<file path="src/rtl/cbu_pkg.sv">
// Purpose: Shared constants and types for the conditional branch unit
// Assumes: 16-bit word program counter, 7-bit signed branch offset
// Notes: Register offsets for the Avalon-MM slave live here too
package cbu_pkg;
    // ----------------------------------------------------------------
    // Widths
    // ----------------------------------------------------------------
    localparam int PC_W = 16;
    localparam int OFS_W = 7;
    localparam int SEL_W = 4;

    // ----------------------------------------------------------------
    // Status flag bit positions in the flag byte
    // ----------------------------------------------------------------
    localparam int FLAG_C = 0;
    localparam int FLAG_N = 2;
    localparam int FLAG_V = 3;
    localparam int FLAG_H = 5;
    localparam int FLAG_T = 6;

    // ----------------------------------------------------------------
    // Register map (byte addresses, word aligned)
    // ----------------------------------------------------------------
    localparam logic [3:0] ADDR_CTRL = 4'h0;
    localparam logic [3:0] ADDR_PC = 4'h4;
    localparam logic [3:0] ADDR_FLAGS = 4'h8;
    localparam logic [3:0] ADDR_STAT = 4'hC;
    localparam int CTRL_EN_BIT = 0;
    localparam int STAT_BUSY_BIT = 0;
    localparam int STAT_TAKEN_BIT = 1;
    localparam int STAT_CNT_LSB = 8;
    localparam logic [15:0] PC_RESET = 16'h0000;
    localparam logic [7:0] FLAGS_RESET = 8'h00;
    localparam logic CTRL_EN_RESET = 1'b1;

    // ----------------------------------------------------------------
    // Timing counts in core cycles
    // ----------------------------------------------------------------
    localparam int CYC_NOT_TAKEN = 1;
    localparam int CYC_TAKEN = 2;

    // Branch conditions selectable by the decoder
    typedef enum logic [SEL_W-1:0] {
        branch_on_carry_clear,
        branch_on_same_or_higher,
        branch_on_lower_unsigned,
        branch_on_negative,
        branch_on_positive,
        branch_on_signed_ge,
        branch_on_signed_lt,
        branch_on_half_carry_set,
        branch_on_half_carry_clear,
        branch_on_transfer_bit_set
    } cbu_cond_t;

    typedef enum logic [0:0] {
        CBU_IDLE,
        CBU_SECOND
    } cbu_state_t;
endpackage

</file>
<file path="src/rtl/cbu_cond_eval.sv">
// Purpose: Decides whether a conditional branch is taken
// Assumes: Flags stable for the cycle the branch is issued
// Notes: Purely combinational
module cbu_cond_eval
    import cbu_pkg::*;
(
    input wire logic [SEL_W-1:0] sel,
    input wire logic [7:0] flags,
    output logic taken
);
    // ----------------------------------------------------------------
    // Condition mux
    // ----------------------------------------------------------------
    // Signed compare uses N xor V so overflowed results still order right
    always_comb begin
        taken = 1'b0;
        case (cbu_cond_t'(sel))
            branch_on_carry_clear: taken = (flags[FLAG_C] == 1'b0);
            branch_on_same_or_higher: taken = (flags[FLAG_C] == 1'b0);
            branch_on_lower_unsigned: taken = (flags[FLAG_C] == 1'b1);
            branch_on_negative: taken = (flags[FLAG_N] == 1'b1);
            branch_on_positive: taken = (flags[FLAG_N] == 1'b0);
            branch_on_signed_ge: taken = ((flags[FLAG_N] ^ flags[FLAG_V]) == 1'b0);
            branch_on_signed_lt: taken = ((flags[FLAG_N] ^ flags[FLAG_V]) == 1'b1);
            branch_on_half_carry_set: taken = (flags[FLAG_H] == 1'b1);
            branch_on_half_carry_clear: taken = (flags[FLAG_H] == 1'b0);
            branch_on_transfer_bit_set: taken = (flags[FLAG_T] == 1'b1);
            default: taken = 1'b0;
        endcase
    end
endmodule // cbu_cond_eval

</file>
<file path="src/rtl/cbu_target.sv">
// Purpose: Computes the relative branch target and the fall-through address
// Assumes: Offset is a signed two's-complement word displacement
// Notes: Wraps modulo the program counter width
module cbu_target
    import cbu_pkg::*;
(
    input wire logic [PC_W-1:0] pc,
    input wire logic [OFS_W-1:0] offset,
    output logic [PC_W-1:0] target,
    output logic [PC_W-1:0] next_seq
);
    // Sign-extend the displacement to the counter width
    function automatic logic [PC_W-1:0] sext(input logic [OFS_W-1:0] k);
        sext = {{(PC_W-OFS_W){k[OFS_W-1]}}, k};
    endfunction

    // ----------------------------------------------------------------
    // Address arithmetic
    // ----------------------------------------------------------------
    assign target = pc + sext(offset) + 16'h0001;
    assign next_seq = pc + 16'h0001;
endmodule // cbu_target

</file>
<file path="src/rtl/cbu_branch_unit.sv">
// Purpose: Conditional relative-branch unit with Avalon-MM register access
// Assumes: CLK 20 MHz, RESET_N asynchronous active low, CE freezes state
// Notes: Branches issue from the decoder port; software may observe and
//        preset the program counter and flags through the register slave
//
// The placing of the registers and the Avalon-MM register port were left to the implementer.
module cbu_branch_unit
    import cbu_pkg::*;
(
    input wire logic CLK,
    input wire logic RESET_N,
    input wire logic CE,
    input wire logic BR_VALID,
    input wire logic [SEL_W-1:0] BR_COND,
    input wire logic [OFS_W-1:0] BR_OFFSET,
    output logic BR_READY,
    output logic BR_DONE,
    output logic BR_TAKEN,
    output logic [PC_W-1:0] PC,
    output logic [7:0] FLAGS,
    input wire logic [3:0] AVS_ADDRESS,
    input wire logic AVS_READ,
    input wire logic AVS_WRITE,
    input wire logic [31:0] AVS_WRITEDATA,
    input wire logic [3:0] AVS_BYTEENABLE,
    output logic [31:0] AVS_READDATA,
    output logic AVS_WAITREQUEST
);
    // ----------------------------------------------------------------
    // Declarations
    // ----------------------------------------------------------------
    cbu_state_t state;
    logic enable;
    logic taken;
    logic [PC_W-1:0] target;
    logic [PC_W-1:0] next_seq;
    logic [PC_W-1:0] pend_target;
    logic [15:0] taken_cnt;
    logic rd_done;
    logic issue;
    logic sw_pc_wr;
    logic sw_flag_wr;
    logic wr_commit;
    logic [31:0] stat_word;

    // Merge byte lanes of a write into an existing value
    function automatic logic [15:0] merge16(input logic [15:0] old,
                                            input logic [31:0] wd,
                                            input logic [3:0] be);
        merge16 = old;
        if (be[0]) begin
            merge16[7:0] = wd[7:0];
        end
        if (be[1]) begin
            merge16[15:8] = wd[15:8];
        end
    endfunction

    // ----------------------------------------------------------------
    // Submodules
    // ----------------------------------------------------------------
    cbu_cond_eval u_cond (
        .sel(BR_COND),
        .flags(FLAGS),
        .taken(taken)
    );

    cbu_target u_target (
        .pc(PC),
        .offset(BR_OFFSET),
        .target(target),
        .next_seq(next_seq)
    );

    // ----------------------------------------------------------------
    // Branch sequencing
    // ----------------------------------------------------------------
    // A new branch is accepted only in the idle state, so the second cycle
    // of a taken branch back-pressures the decoder
    assign BR_READY = enable && (state == CBU_IDLE);
    assign issue = CE && BR_VALID && BR_READY;

    // State: a taken branch spends one extra cycle refilling
    always_ff @(posedge CLK or negedge RESET_N) begin
        if (!RESET_N) begin
            state <= CBU_IDLE;
        end else if (CE) begin
            case (state)
                CBU_IDLE: begin
                    if (issue && taken) begin
                        state <= CBU_SECOND;
                    end
                end
                CBU_SECOND: begin
                    state <= CBU_IDLE;
                end
                default: begin
                    state <= CBU_IDLE;
                end
            endcase
        end
    end

    // Latch the target so the PC moves at the end of the second cycle
    always_ff @(posedge CLK or negedge RESET_N) begin
        if (!RESET_N) begin
            pend_target <= PC_RESET;
        end else if (CE && issue && taken) begin
            pend_target <= target;
        end
    end

    // Completion pulse and outcome
    always_ff @(posedge CLK or negedge RESET_N) begin
        if (!RESET_N) begin
            BR_DONE <= 1'b0;
            BR_TAKEN <= 1'b0;
        end else if (CE) begin
            BR_DONE <= (issue && !taken) || (state == CBU_SECOND);
            if (issue) begin
                BR_TAKEN <= taken;
            end
        end
    end

    // ----------------------------------------------------------------
    // Program counter
    // ----------------------------------------------------------------
    // Software writes lose to a branch in flight so the sequence stays whole
    assign sw_pc_wr = wr_commit && (AVS_ADDRESS == ADDR_PC);
    always_ff @(posedge CLK or negedge RESET_N) begin
        if (!RESET_N) begin
            PC <= PC_RESET;
        end else if (CE) begin
            if (state == CBU_SECOND) begin
                PC <= pend_target;
            end else if (issue && !taken) begin
                PC <= next_seq;
            end else if (sw_pc_wr && !issue) begin
                PC <= merge16(PC, AVS_WRITEDATA, AVS_BYTEENABLE);
            end
        end
    end

    // ----------------------------------------------------------------
    // Status flags
    // ----------------------------------------------------------------
    // Only software changes the flags; branches never touch them
    assign sw_flag_wr = wr_commit && (AVS_ADDRESS == ADDR_FLAGS);
    always_ff @(posedge CLK or negedge RESET_N) begin
        if (!RESET_N) begin
            FLAGS <= FLAGS_RESET;
        end else if (CE && sw_flag_wr && AVS_BYTEENABLE[0]) begin
            FLAGS <= AVS_WRITEDATA[7:0];
        end
    end

    // Count taken branches for software visibility
    always_ff @(posedge CLK or negedge RESET_N) begin
        if (!RESET_N) begin
            taken_cnt <= 16'h0000;
        end else if (CE && issue && taken) begin
            taken_cnt <= taken_cnt + 16'h0001;
        end
    end

    // ----------------------------------------------------------------
    // Control register
    // ----------------------------------------------------------------
    always_ff @(posedge CLK or negedge RESET_N) begin
        if (!RESET_N) begin
            enable <= CTRL_EN_RESET;
        end else if (CE && wr_commit && (AVS_ADDRESS == ADDR_CTRL)
                     && AVS_BYTEENABLE[0]) begin
            enable <= AVS_WRITEDATA[CTRL_EN_BIT];
        end
    end

    // ----------------------------------------------------------------
    // Avalon-MM slave
    // ----------------------------------------------------------------
    // Every access takes two cycles: waitrequest high on the first, low on
    // the second; rd_done marks the second so a held request is taken once
    always_ff @(posedge CLK or negedge RESET_N) begin
        if (!RESET_N) begin
            rd_done <= 1'b0;
        end else if (CE) begin
            rd_done <= (AVS_READ || AVS_WRITE) && !rd_done;
        end
    end
    assign AVS_WAITREQUEST = (AVS_READ || AVS_WRITE) && !rd_done;
    // Writes land only on the edge that sees waitrequest low, as the master expects
    assign wr_commit = AVS_WRITE && rd_done;

    // Status word laid out by the package field positions
    always_comb begin
        stat_word = 32'h00000000;
        stat_word[STAT_BUSY_BIT] = (state == CBU_SECOND);
        stat_word[STAT_TAKEN_BIT] = BR_TAKEN;
        stat_word[STAT_CNT_LSB +: 16] = taken_cnt;
    end

    // Read data register; unmapped addresses read zero
    always_ff @(posedge CLK or negedge RESET_N) begin
        if (!RESET_N) begin
            AVS_READDATA <= 32'h00000000;
        end else if (CE && AVS_READ && !rd_done) begin
            if (AVS_ADDRESS == ADDR_CTRL) begin
                AVS_READDATA <= {31'h0, enable};
            end else if (AVS_ADDRESS == ADDR_PC) begin
                AVS_READDATA <= {16'h0000, PC};
            end else if (AVS_ADDRESS == ADDR_FLAGS) begin
                AVS_READDATA <= {24'h000000, FLAGS};
            end else if (AVS_ADDRESS == ADDR_STAT) begin
                AVS_READDATA <= stat_word;
            end else begin
                AVS_READDATA <= 32'h00000000;
            end
        end
    end
endmodule // cbu_branch_unit

</file>
<file path="config.mk">
export PLATFORM = sky130hd
export DESIGN_NAME = cbu_branch_unit
export DESIGN_NICKNAME = d
export VERILOG_FILES = /design/src/rtl/cbu_pkg.sv /design/src/rtl/cbu_cond_eval.sv /design/src/rtl/cbu_target.sv /design/src/rtl/cbu_branch_unit.sv
export SDC_FILE = /design/constraint.sdc
export NUM_CORES = 1
export LEC_CHECK = 0
export ABC_AREA = 1
export BUFFER_PORTS_ARGS = -buffer_cell sky130_fd_sc_hd__buf_2
export CORE_MARGIN = 2
export CORE_UTILIZATION = 45
export DETAILED_ROUTE_END_ITERATION = 6
export PLACE_DENSITY = 0.69
export SLEW_MARGIN = 10
export SYNTH_ARGS = -nofsm -noshare
export SYNTH_HDL_FRONTEND = slang
export SYNTH_SLANG_ARGS = --single-unit
</file>
<file path="constraint.sdc">
create_clock -name CLK -period 2.3 [get_ports CLK]
set_input_delay 0.115 -clock CLK [delete_from_list [all_inputs] [get_ports CLK]]
set_output_delay 0.115 -clock CLK [all_outputs]
set_load 0.005 [all_outputs]
</file>
Word level (Yosys, flattened, before mapping)
Cells that the tools add are included.

cells by class
  reductions and logical operators = 33
  add/sub/neg operators = 4
  multiplexer cells = 12
  bitwise logic cells = 6
  equality and inequality tests = 12

operators with widths
  kind                                                                   number
  24-bit 2-to-1 mux                                                      4
  16-bit by 1-bit adder with 16-bit output, second input constant        3
  16-bit 2-to-1 mux                                                      3
  4-bit by 3-bit equality test with 1-bit output, second input constant  5
  1-bit logical AND                                                      19
  16-bit adder                                                           1
  4-bit equality test, second input constant                             4
  8-bit 2-to-1 mux                                                       2
  1-bit one-hot mux with 9 select lines                                  1
  3-bit nonzero test                                                     3
  4-bit by 2-bit equality test with 1-bit output, second input constant  2
  4-bit logical NOT                                                      2
  3-bit AND reduction                                                    2
  1-bit inverter                                                         5
  4-bit by 1-bit equality test with 1-bit output, second input constant  1
  1-bit logical NOT                                                      3
  1-bit logical OR                                                       2
  1-bit one-hot mux with 2 select lines                                  1
  2-bit AND reduction                                                    1
  2-bit OR reduction                                                     1
  1-bit 2-to-1 mux                                                       1
  1-bit XOR                                                              1

word-level totals
  output and inout bits = 60
  logic and storage cells = 78
  input bits = 57
  flip-flop bits (word level) = 93

Depth between registers and ports, before layout
Gate-level depths: netlist of the first run.

  word-level depth = 8
  mapped depth = 14
  mapped depth without buffers = 14

Hierarchy
Synthesis of the first run repeated with hierarchy kept, for this count alone.

unflattened totals
  cells, all modules = 831
  area total of the unflattened synthesis = 5,701.7 um^2

modules (own cells, without submodules)
  module           cells each  sequential area each (um^2)  instances  area each (um^2)
  cbu_branch_unit  558         2,128.3                      1          4,300.4
  cbu_target       232         0.0                          1          1,224.9
  cbu_cond_eval    41          0.0                          1          176.4

Least setup slack after synthesis of the first run
No wires, ideal clock.

  kind = register -> register
  start = register PC[2]
  end = register pend_target[9]
  setup slack = 0.485 ns
  path buffers = 0
  clock period less this slack = 1.815 ns
  data arrival time = 1.698 ns
  data required time = 2.183 ns
  stages on the path, launching flop included = 11
  library setup time = 0.117 ns
  cells stage by stage = dfrtp_1 ha_1 a21oi_1 nand2_1 nand2_1 nand3_1 nand2_1 nand3_1 or2_2 nand3_1 nand2_1

on the way
  word-level cells in the longest chain between the ends = 2

RTL lines
  element                                   RTL line                RTL
  start: declaration                        cbu_branch_unit.sv:19   output logic [PC_W-1:0] PC,
  start signal: assignment                  cbu_branch_unit.sv:136  PC <= pend_target;
  start signal: assignment                  cbu_branch_unit.sv:138  PC <= next_seq;
  start signal: assignment                  cbu_branch_unit.sv:140  PC <= merge16(PC, AVS_WRITEDATA, AVS_BYTEENABLE);
  16-bit adder                              cbu_target.sv:20        assign target = pc + sext(offset) + 16'h0001;
  16-bit by 1-bit adder with 16-bit output  cbu_target.sv:20
  end signal: assignment                    cbu_branch_unit.sv:109  pend_target <= target;
  end: declaration                          cbu_branch_unit.sv:37   logic [PC_W-1:0] pend_target;

Every way passes these cells.
A chain may end at the register's enable or synchronous reset.

Final worst setup path of the first run
Same ends and word-level chain as after synthesis.

==> impl_metrics.toml, run 1 <==
[yosys]
muxShareOfSynthArea_pct = 1.05
ys_warn_count = 0
yosysSeqAreaShare_pct = 39.6
yosys.area_share.simple_pct = 33.7
synthDistinctLibCells = 42
synth_compound_area_share_pct = 8.36
synth-seq-cells = 85
synth_fa_ha_area_share_pct = 4.33
syn_area_per_cell_um2 = 7.48
synth_xor_area_share_pct = 6.03
synth.cell_area_um2 = 5370
postSynthCellCount = 718
synth_top_family_by_area = "simple AND/OR/NAND/NOR gates"

[global_route]
busiest_layer = "met2"
grt-ovfl-total = 0
antenna_found_initial = 0
grt_pass1_vias = 4873
grt_max_degree = 44
use_met2_pct = 36.4
grtUsageMet3_pct = 4.39
grt_first_pass_wirelength_um = 23700
met1_usage_pct = 32.6
grt_usage_pct = 23.1

[drt]
viasPerCell = 5.33
vias = 5140
first_pass_iters = 7
drc_errors = 10
final_antenna_net_count = 0
drt_iter0_drc = 492
wirelength_um = 14500
post_drt_wl_per_cell_um = 15.1

[clock_tree]
root_buffer = "clkbuf_16"
clkSlewWorstSetupHoldPaths_ns = 0.06
clock_path_buffers = 2
clk_latency_ns = 0.33
cts_hold_buffers = 1
postCtsResizedCells = 0
cts_tree = "built"
post-cts-setup-buffers = 0
cts_buffers = 9
cts.sinks = 85
htree_num_levels = 3

[critical_path]
crit_fanout = 9
slowest_delay_ns = 0.48
arrival_ns = 2.26
worst-path-buf-inv = 0
crit_path_start_kind = "flip-flop"
required_ns = 2.53
path_class = "flip-flop to flip-flop"
crit_family = "simple AND/OR/NAND/NOR gates"
end_kind = "flip-flop"
crit_slowest_cell = "dfrtp_1"
cp_cell_sequence = "ha_1 > a21oi_1 > nand2_1 > nand2_1 > nand3_1 > nand2_1 > nand3_1 > or2_2 > nand3_1 > nand2_1"
crit_top_cell = "nand2_1"

[power_and_ir_drop]
p_leak_nw = 3.32
irDropWorstVdd_mv = 0.412
power.density_nw_per_um2 = 872

[floorplanning]
die_w_um = 113
io_pins = 117
rows = 39
core_region_area_um2 = 11500
die_area_um2 = 12800
fp.dieH_um = 113
start_util_pct = 46.6

[sta]
rsz0062_at_grt = "false"
setup_viol = 0
slew_violations = 0
fmax_mhz = 493
relSlewSlack_pct = 62.0
clock_skew_ns = 0.00238
final.setup.tns_ns = 0
worst_slew_pin_slew_ns = 0.569
min_period_ns = 2.03
fin_crit_sh_pct = 88.2
finalHoldWorstSlack_ns = 0.0343
final-hold-violation-count = 0

[flow_run]
maxCapViolCount = 0

[place]
gp_congestion = 0.911
dpl.cell_count = 947
hpwl_um = 11100
io_buffers = 90

[finish]
drive_gt1_share_pct = 18.8
finalNonFillerCells = 964
nets = 891
n_antenna_cell = 0
area_growth_pct = 17.5

[worst_hold_path]
hold_class = "primary input to flip-flop"

[status]
violations = "DRC"
status = "complete, but fails checks"
## worst reg2reg max path: cells and delay by family, from the launching register on
family | cells | cell delay, ns
and+or+nand+nor | 8 | 0.92
DFF | 1 | 0.48
adders and majority gates | 1 | 0.39
AOI/OAI and AO/OA | 1 | 0.15
## final timing paths
kind | cells after the start | slack (ns) | start | end
min | 2 | 0.03 | AVS_WRITEDATA[5] | FLAGS[5]
min in group asynchronous | 2 | 0.32 | RESET_N | AVS_READDATA[21]
max in group asynchronous | 3 | 1.30 | RESET_N | enable
min reg2reg | 2 | 0.48 | AVS_READDATA[21] | AVS_READDATA[21]
max | 10 | 0.27 | PC[2] | pend_target[9]
max reg2reg | 10 | 0.27 | PC[2] | pend_target[9]
## cell type report
type	instances	area, um^2
multi-input cells	560	2900
clock buffers	11	243
inverters	52	205
clock inverters	5	50.0
flip-flops and latches	85	2130
fillers	1119	5210
repair buffers	108	603
well taps	143	179
## power breakdown
group          leakage, nW  switching (mW)  internal (mW)
logic                 2.07            1.15          0.772
clock network        0.149           0.567          0.863
registers             1.10           0.319           1.83
total                 3.32            2.04           3.46
## state kept, by name, summed over array words and instances (netlist names)
name / cells
AVS_READDATA: 24
PC: 16
pend_target: 16
taken_cnt: 16
FLAGS: 8
BR_DONE: 1
BR_TAKEN: 1
enable: 1
rd_done: 1
state: 1
## cells by family (layout without fill, tap and decap cells)
kind of cell	count (synthesis)	in the layout
XOR/XNOR	37	37
buffers and inverters	80	176
multiplexers	5	5
AND/OR/NAND/NOR	412	412
flip-flops	85	85
other	1	8
AO/OA/AOI/OAI	80	80
adder cells (fa/ha/maj)	18	18
## cell usage after synthesis (all sizes together)
cell / n / area [um^2]
a21oi: 19 / 95.1
nand3b: 3 / 22.5
a21o: 4 / 30.0
nand2: 252 / 1010
and3: 1 / 6.26
buf: 22 / 140
mux2: 5 / 56.3
o21bai: 1 / 7.51
fa: 1 / 20.0
a21boi: 1 / 18.8
o21ai: 42 / 210
o22ai: 6 / 37.5
conb: 1 / 3.75
dfrtp: 84 / 2100
nor4: 2 / 12.5
dfstp: 1 / 26.3
a31oi: 2 / 12.5
or2: 3 / 18.8
nor3: 6 / 40.0
nand4: 6 / 37.5
xnor2: 9 / 78.8
nand3: 86 / 458
o31ai: 4 / 30.0
xor2: 28 / 245
clkbuf: 6 / 22.5
clkinv: 1 / 8.76
nor2: 53 / 206
ha: 17 / 213
inv: 51 / 196
o21a: 1 / 7.51
## layout by cell type (no fill, tap or decap), types with 2 or more instances in the layout
cell / n
xor2_1: 28
nand3_2: 3
o22ai_1: 6
inv_2: 3
nand3b_1: 3
or2_2: 3
clkbuf_16: 9
nand3_1: 82
inv_1: 46
xnor2_1: 9
a31oi_1: 2
nand2_4: 5
nand4_1: 6
dfrtp_1: 84
clkinv_2: 4
buf_4: 17
buf_2: 89
ha_1: 17
a21oi_1: 19
nor3_1: 4
conb_1: 8
o21ai_0: 42
nand2_2: 3
mux2_2: 5
nand2_1: 243
nor4_1: 2
inv_4: 2
nor2_1: 52
a21o_1: 4
o31ai_1: 4
nor3_2: 2
## routing by layer
layer	wire length [um]	vias to the layer above	share of wire, %
li1	-	2528	-
met5	0	-	0
met4	213	0	1.5
met1	7000	2429	48
met3	850	18	5.8
met2	6480	165	45
## stage by stage
stage | power [mW] | utilization [%] | worst slack (ns) | instance area [um^2]
floorplan | 3.36 | - | 0.485 | 5400
global placement | 4.02 | 52.2 | 0.324 | 6010
detailed placement | 4.07 | 52.2 | 0.290 | 6010
CTS | 5.53 | 54.8 | 0.274 | 6310
global route | 5.89 | 54.8 | 0.113 | 6310
finish | 5.50 | 54.8 | 0.272 | 6310
Power figures use the tool's default switching activity.
==> inputs of run 2 (changes only) <==
==> constraint.sdc (replaced) <==
create_clock -name CLK -period 2.3 [get_ports CLK]
set_input_delay 0.345 -clock CLK [delete_from_list [all_inputs] [get_ports CLK]]
set_output_delay 0.345 -clock CLK [all_outputs]
set_load 0.005 [all_outputs]
==> run 2 against run 1 <==
  * Routed wire length rose by 1.1%
  * Cell count fell by 0.41%
  * Die area did not move
  * Combinational power barely moved
  * Largest power group unchanged
  * First-iteration DRC count rose by 4.5%
  * The flow still finishes with violations (DRC)
  * Hold slack got worse by 0.0062 ns
==> impl_metrics.toml, run 2 (synthesis gave the netlist of run 1 again) <==
[drt]
wirelength_um = 14700
first_pass_iters = 7
top_layer = "met4"
drc_errors = 10
met1_length_um = 6850
vias = 5082
drt_iter0_drc = 514
post_drt_wl_per_cell_um = 15.3
wl_met3_um = 1130
viasPerCell = 5.29
wl_met2_um = 6550
final_antenna_net_count = 0

[finish]
top_register = "AVS_READDATA"
largest_register_ffs = 24
area_growth_pct = 17.7
drive_gt1_share_pct = 18.6
n_antenna_cell = 0
finalNonFillerCells = 960
layout_commonest_cell = "nand2_1"
final_cell_mix = "nand2_1 (243), buf_2 (89), dfrtp_1 (84)"
fin_area_um2 = 6320
nets = 887
n_fill_cell = 1119

[clock_tree]
root_buffer = "clkbuf_16"
clk_latency_ns = 0.34
post-cts-setup-buffers = 0
cts_tree = "built"
cts.sinks = 85
cts_buffers = 9
clkSlewWorstSetupHoldPaths_ns = 0.06
cts_hold_buffers = 0
postCtsResizedCells = 0
htree_num_levels = 3
clock_path_buffers = 2

[place]
pre_cts_slack_ns = 0.267
io_buffers = 90
gp_congestion = 0.888
dpl.cell_count = 944
hpwl_um = 10900
dpl_cell_area_um2 = 5970

[critical_path]
crit_slowest_cell = "fa_1"
required_ns = 2.56
crit_top_cell = "nand3_1"
path_class = "flip-flop to flip-flop"
rr_startpoint = "PC[0]"
ff2ff_path_depth = 10
end_kind = "flip-flop"
arrival_ns = 2.31
slowest_delay_ns = 0.44
crit_family = "adder cells"
rr_endpoint = "pend_target[12]"
ff2ff_setup_slack_ns = 0.25
worst-path-buf-inv = 2
cp_cell_sequence = "inv_1 > ha_1 > inv_1 > fa_1 > nand3_1 > nand2_1 > nand3_1 > nand3_1 > xnor2_1 > o21ai_0"
crit_fanout = 5
crit_path_start_kind = "flip-flop"

[global_route]
grt_first_pass_wirelength_um = 23800
grt_max_degree = 53
grt_usage_pct = 23.3
grt-ovfl-total = 0
grt_pass1_vias = 4874
antenna_found_initial = 0

[status]
status = "complete, but fails checks"
violations = "DRC"

[flow_run]
maxCapViolCount = 0

[sta]
slew_violations = 0
fmax_mhz = 488
rsz0062_at_grt = "false"
final-hold-violation-count = 0
setup_viol = 0
min_period_ns = 2.05
finalHoldWorstSlack_ns = 0.0281
fin_crit_sh_pct = 89.0
relSlewSlack_pct = 54.8
final.setup.tns_ns = 0
setup_ws_ns = 0.252
clock_skew_ns = 0.00550
worst_slew_pin_slew_ns = 0.678

[floorplanning]
die_w_um = 113
io_pins = 117
start_util_pct = 46.6
rows = 39
fp.dieH_um = 113
core_region_area_um2 = 11500
die_area_um2 = 12800

[worst_hold_path]
hold_class = "primary input to async pin"

[power_and_ir_drop]
power.density_nw_per_um2 = 908
irDropWorstVdd_mv = 0.439
p_leak_nw = 3.31
## run 2: worst max-delay path by stage
stage	start	endpoint	cells past startpoint
global route	PC[0]	pend_target[12]	10
finish	PC[0]	pend_target[12]	10
CTS	PC[0]	pend_target[12]	10
global placement	PC[2]	pend_target[9]	10
detailed placement	PC[2]	pend_target[9]	10
floorplan	PC[2]	pend_target[9]	10
## run 2: metrics by stage
| step | power (mW) | utilization, % |
|---|---|---|
| finish | 5.74 | 54.9 |
| global route | 6.12 | 54.9 |
| CTS | 5.75 | 54.9 |
| detailed placement | 4.04 | 51.9 |
| global placement | 3.99 | 51.9 |
| floorplan | 3.36 | - |
## run 2: power by group
part           internal, mW  switching [mW]
logic                 0.752            1.14
clock network          1.09           0.602
registers              1.83           0.325
total                  3.67            2.07
## run 2: final cells by class
class | count | area (um^2) | share of cell area (%)
Clock buffer | 10 | 239 | 3.78
Multi-Input combinational cell | 560 | 2900 | 45.9
Sequential cell | 85 | 2130 | 33.7
Clock inverter | 6 | 110 | 1.74
Timing Repair Buffer | 104 | 558 | 8.83
Tap cell | 143 | 179 | 2.83
Inverter | 52 | 205 | 3.25
## run 2: per-layer routing
layer	vias up	track usage (%)
li1	2517	-
met1	2362	33.4
met2	190	36.4
met3	13	4.55
met4	0	6.10
met5	-	0
==> inputs of run 3 (changes only) <==
ABC_AREA = not set   (was 1)
PLACE_DENSITY = 0.7   (was 0.69)
==> run 3 against run 2 <==
  * The run now ends clean
  * Routed wire length decreased by 12%
  * Register-to-register slack got worse by 0.13 ns
  * Total power is 6.4% lower
  * Combinational power is 20% higher
  * Sequential share of layout area rose by 2.1 points
  * Cell count shrank 19%
  * Critical path depth decreased by 2
  * Clock-buffer cell count fell by 1
  * Highest routed layer unchanged
==> impl_metrics.toml, run 3 <==
[floorplanning]
die_w_um = 108
core_region_area_um2 = 10400
die_area_um2 = 11600
rows = 37
fp.dieH_um = 108
io_pins = 117
start_util_pct = 46.6

[power_and_ir_drop]
p_leak_nw = 2.89
swShare_pct = 39.9
total_power_mw = 5.37
internal-power_mw = 3.23
combPwrFrac_pct = 42.5
power.density_nw_per_um2 = 904
power_frac_clock_pct = 19.3
pwr-share-seq_pct = 38.2
irDropWorstVdd_mv = 0.521
total_switching_power_mw = 2.14

[yosys]
synthArstFlopShare_pct = 100
synth.largest_area_cell = "dfrtp_1"
synthDistinctLibCells = 62
synth_enable_flop_cells = 0
ys_warn_count = 0
yosys_most_used_dff = "dfrtp_1"
yosysTopAreaCellShare_pct = 43.5
synth-seq-cells = 85
synth.cell_area_um2 = 4840
syn_area_per_cell_um2 = 9.30
synth_common_cells = "dfrtp_1 (84), nand2_1 (81), o21ai_0 (44)"
postSynthCellCount = 520
synthTopCellsByArea = "dfrtp_1 (43%), nand2_1 (6.3%), o21ai_0 (4.6%)"
synth_most_common_cell = "dfrtp_1"
yosysSeqAreaShare_pct = 44.0

[finish]
area_growth_pct = 22.9
n_antenna_cell = 0
largest_register_ffs = 24
n_fill_cell = 949
nets = 710
final_core_util_pct = 57.3
finalNonFillerCells = 776
seqCellArea_um2 = 2130
final_cell_mix = "buf_2 (89), dfrtp_1 (84), nand2_1 (81)"
multi_input_area_um2 = 2590
drive_gt1_share_pct = 28.3
top_register = "AVS_READDATA"
layout_commonest_cell = "buf_2"

[place]
gp_congestion = 0.883
dpl.cell_count = 757
hpwl_um = 9600
io_buffers = 90
pre_cts_slack_ns = -0.0598

[clock_tree]
htree_num_levels = 3
cts_buffers = 9
clk_latency_ns = 0.37
cts_tree = "built"
clkSlewWorstSetupHoldPaths_ns = 0.10
root_buffer = "clkbuf_8"
cts.sinks = 85
clock_path_buffers = 2

[sta]
setup_viol = 0
clock_skew_ns = 0.0128
final-hold-violation-count = 0
setup_ws_ns = 0.123
worst_slew_pin_slew_ns = 0.610
relSlewSlack_pct = 58.9
slew_violations = 0
fin_crit_sh_pct = 94.6
finalHoldWorstSlack_ns = 0.224
min_period_ns = 2.18
fmax_mhz = 459

[critical_path]
crit_fanout = 8
path_class = "flip-flop to flip-flop"
ff2ff_path_depth = 8
rr_endpoint = "taken_cnt[14]"
worstSetupStartpoint = "FLAGS[3]"
ff2ff_setup_slack_ns = 0.12
arrival_ns = 2.43
end_kind = "flip-flop"
rr_startpoint = "FLAGS[3]"
required_ns = 2.55
crit_path_start_kind = "flip-flop"

[drt]
viasPerCell = 5.66
final_antenna_net_count = 0
drc_errors = 0
first_pass_iters = 5
wirelength_um = 12900
drt_iter0_drc = 288
vias = 4391
post_drt_wl_per_cell_um = 16.7

[global_route]
grt_pass1_vias = 4272
grt-ovfl-total = 0
grt_usage_pct = 23.2
grt_max_degree = 46
grt_first_pass_wirelength_um = 21100
antenna_found_initial = 0

[worst_hold_path]
whs_path_depth = 2
hold_class = "primary input to flip-flop"
min_to = "FLAGS[4]"
hold_start = "AVS_WRITEDATA[4]"

[flow_run]
maxCapViolCount = 0

[status]
status = "finished clean"
## run 3: area by class of cell
cell class / count / share of cell area, %
Clock buffer: 9 / 2.08
Clock inverter: 7 / 1.07
Inverter: 13 / 0.821
Multi-Input combinational cell: 394 / 43.5
Sequential cell: 85 / 35.8
Tap cell: 136 / 2.86
Timing Repair Buffer: 132 / 13.8
## run 3: kinds of logic (layout without fill, tap and decap cells)
kind of cell | after synthesis | count (layout) | synth area share (%)
multiplexers | 13 | 13 | 3.23
AO/OA/AOI/OAI | 164 | 164 | 21.9
flip-flops | 85 | 85 | 44.0
AND/OR/NAND/NOR | 164 | 164 | 16.5
other | 1 | 8 | 0.0775
buffers and inverters | 48 | 161 | 4.61
XOR/XNOR | 27 | 27 | 4.89
adder cells (fa/ha/maj) | 18 | 18 | 4.81
## run 3: critical path: stages, from the launching register on
cell,delay [ns]
dfrtp_1,0.39
or3b_1,0.35
nand4_1,0.11
a22oi_2,0.12
or3_4,0.43
buf_12,0.16
nor3_4,0.20
nand2_1,0.14
xnor2_2,0.16
## run 3: worst max-delay path by stage
stage	to
floorplan	pend_target[14]
global placement	pend_target[12]
detailed placement	pend_target[12]
CTS	taken_cnt[14]
global route	pend_target[12]
finish	taken_cnt[14]
## run 3: power groups by stage
stage	sequential, mW	clock, mW	combinational (mW)
detailed placement	2.07	0	2.17
global route	2.09	1.13	2.53
floorplan	2.07	0	1.25
CTS	2.04	1.06	2.20
global placement	2.06	0	2.11
finish	2.05	1.03	2.28
## run 3: repair_timing
action | CTS | global route
hold endpoints to repair | 40 | 0
endpoints found under the setup margin | 3 | 16
pin swaps | 0 | 4
gates resized for setup | 1 | 17
hold buffers | 1 | 0
setup buffers | 1 | 1
## run 3: per-layer routing
metal | global-route usage (%) | share of wire (%) | wire, um | up-vias
met4 | 6.23 | 1.4 | 177 | 0
met5 | 0 | 0 | 0 | -
met1 | 33.2 | 48 | 6200 | 2112
li1 | - | - | - | 2114
met3 | 3.75 | 5.5 | 712 | 14
met2 | 36.4 | 45 | 5860 | 151
## run 3: stage by stage
step           TNS (ns)  area, um^2
6_report              0        5940
5_1_grt         -0.0266        5940
4_1_cts               0        5870
3_5_place_dp     -0.253        5660
3_3_place_gp     -0.146        5660
2_1_floorplan         0        4860
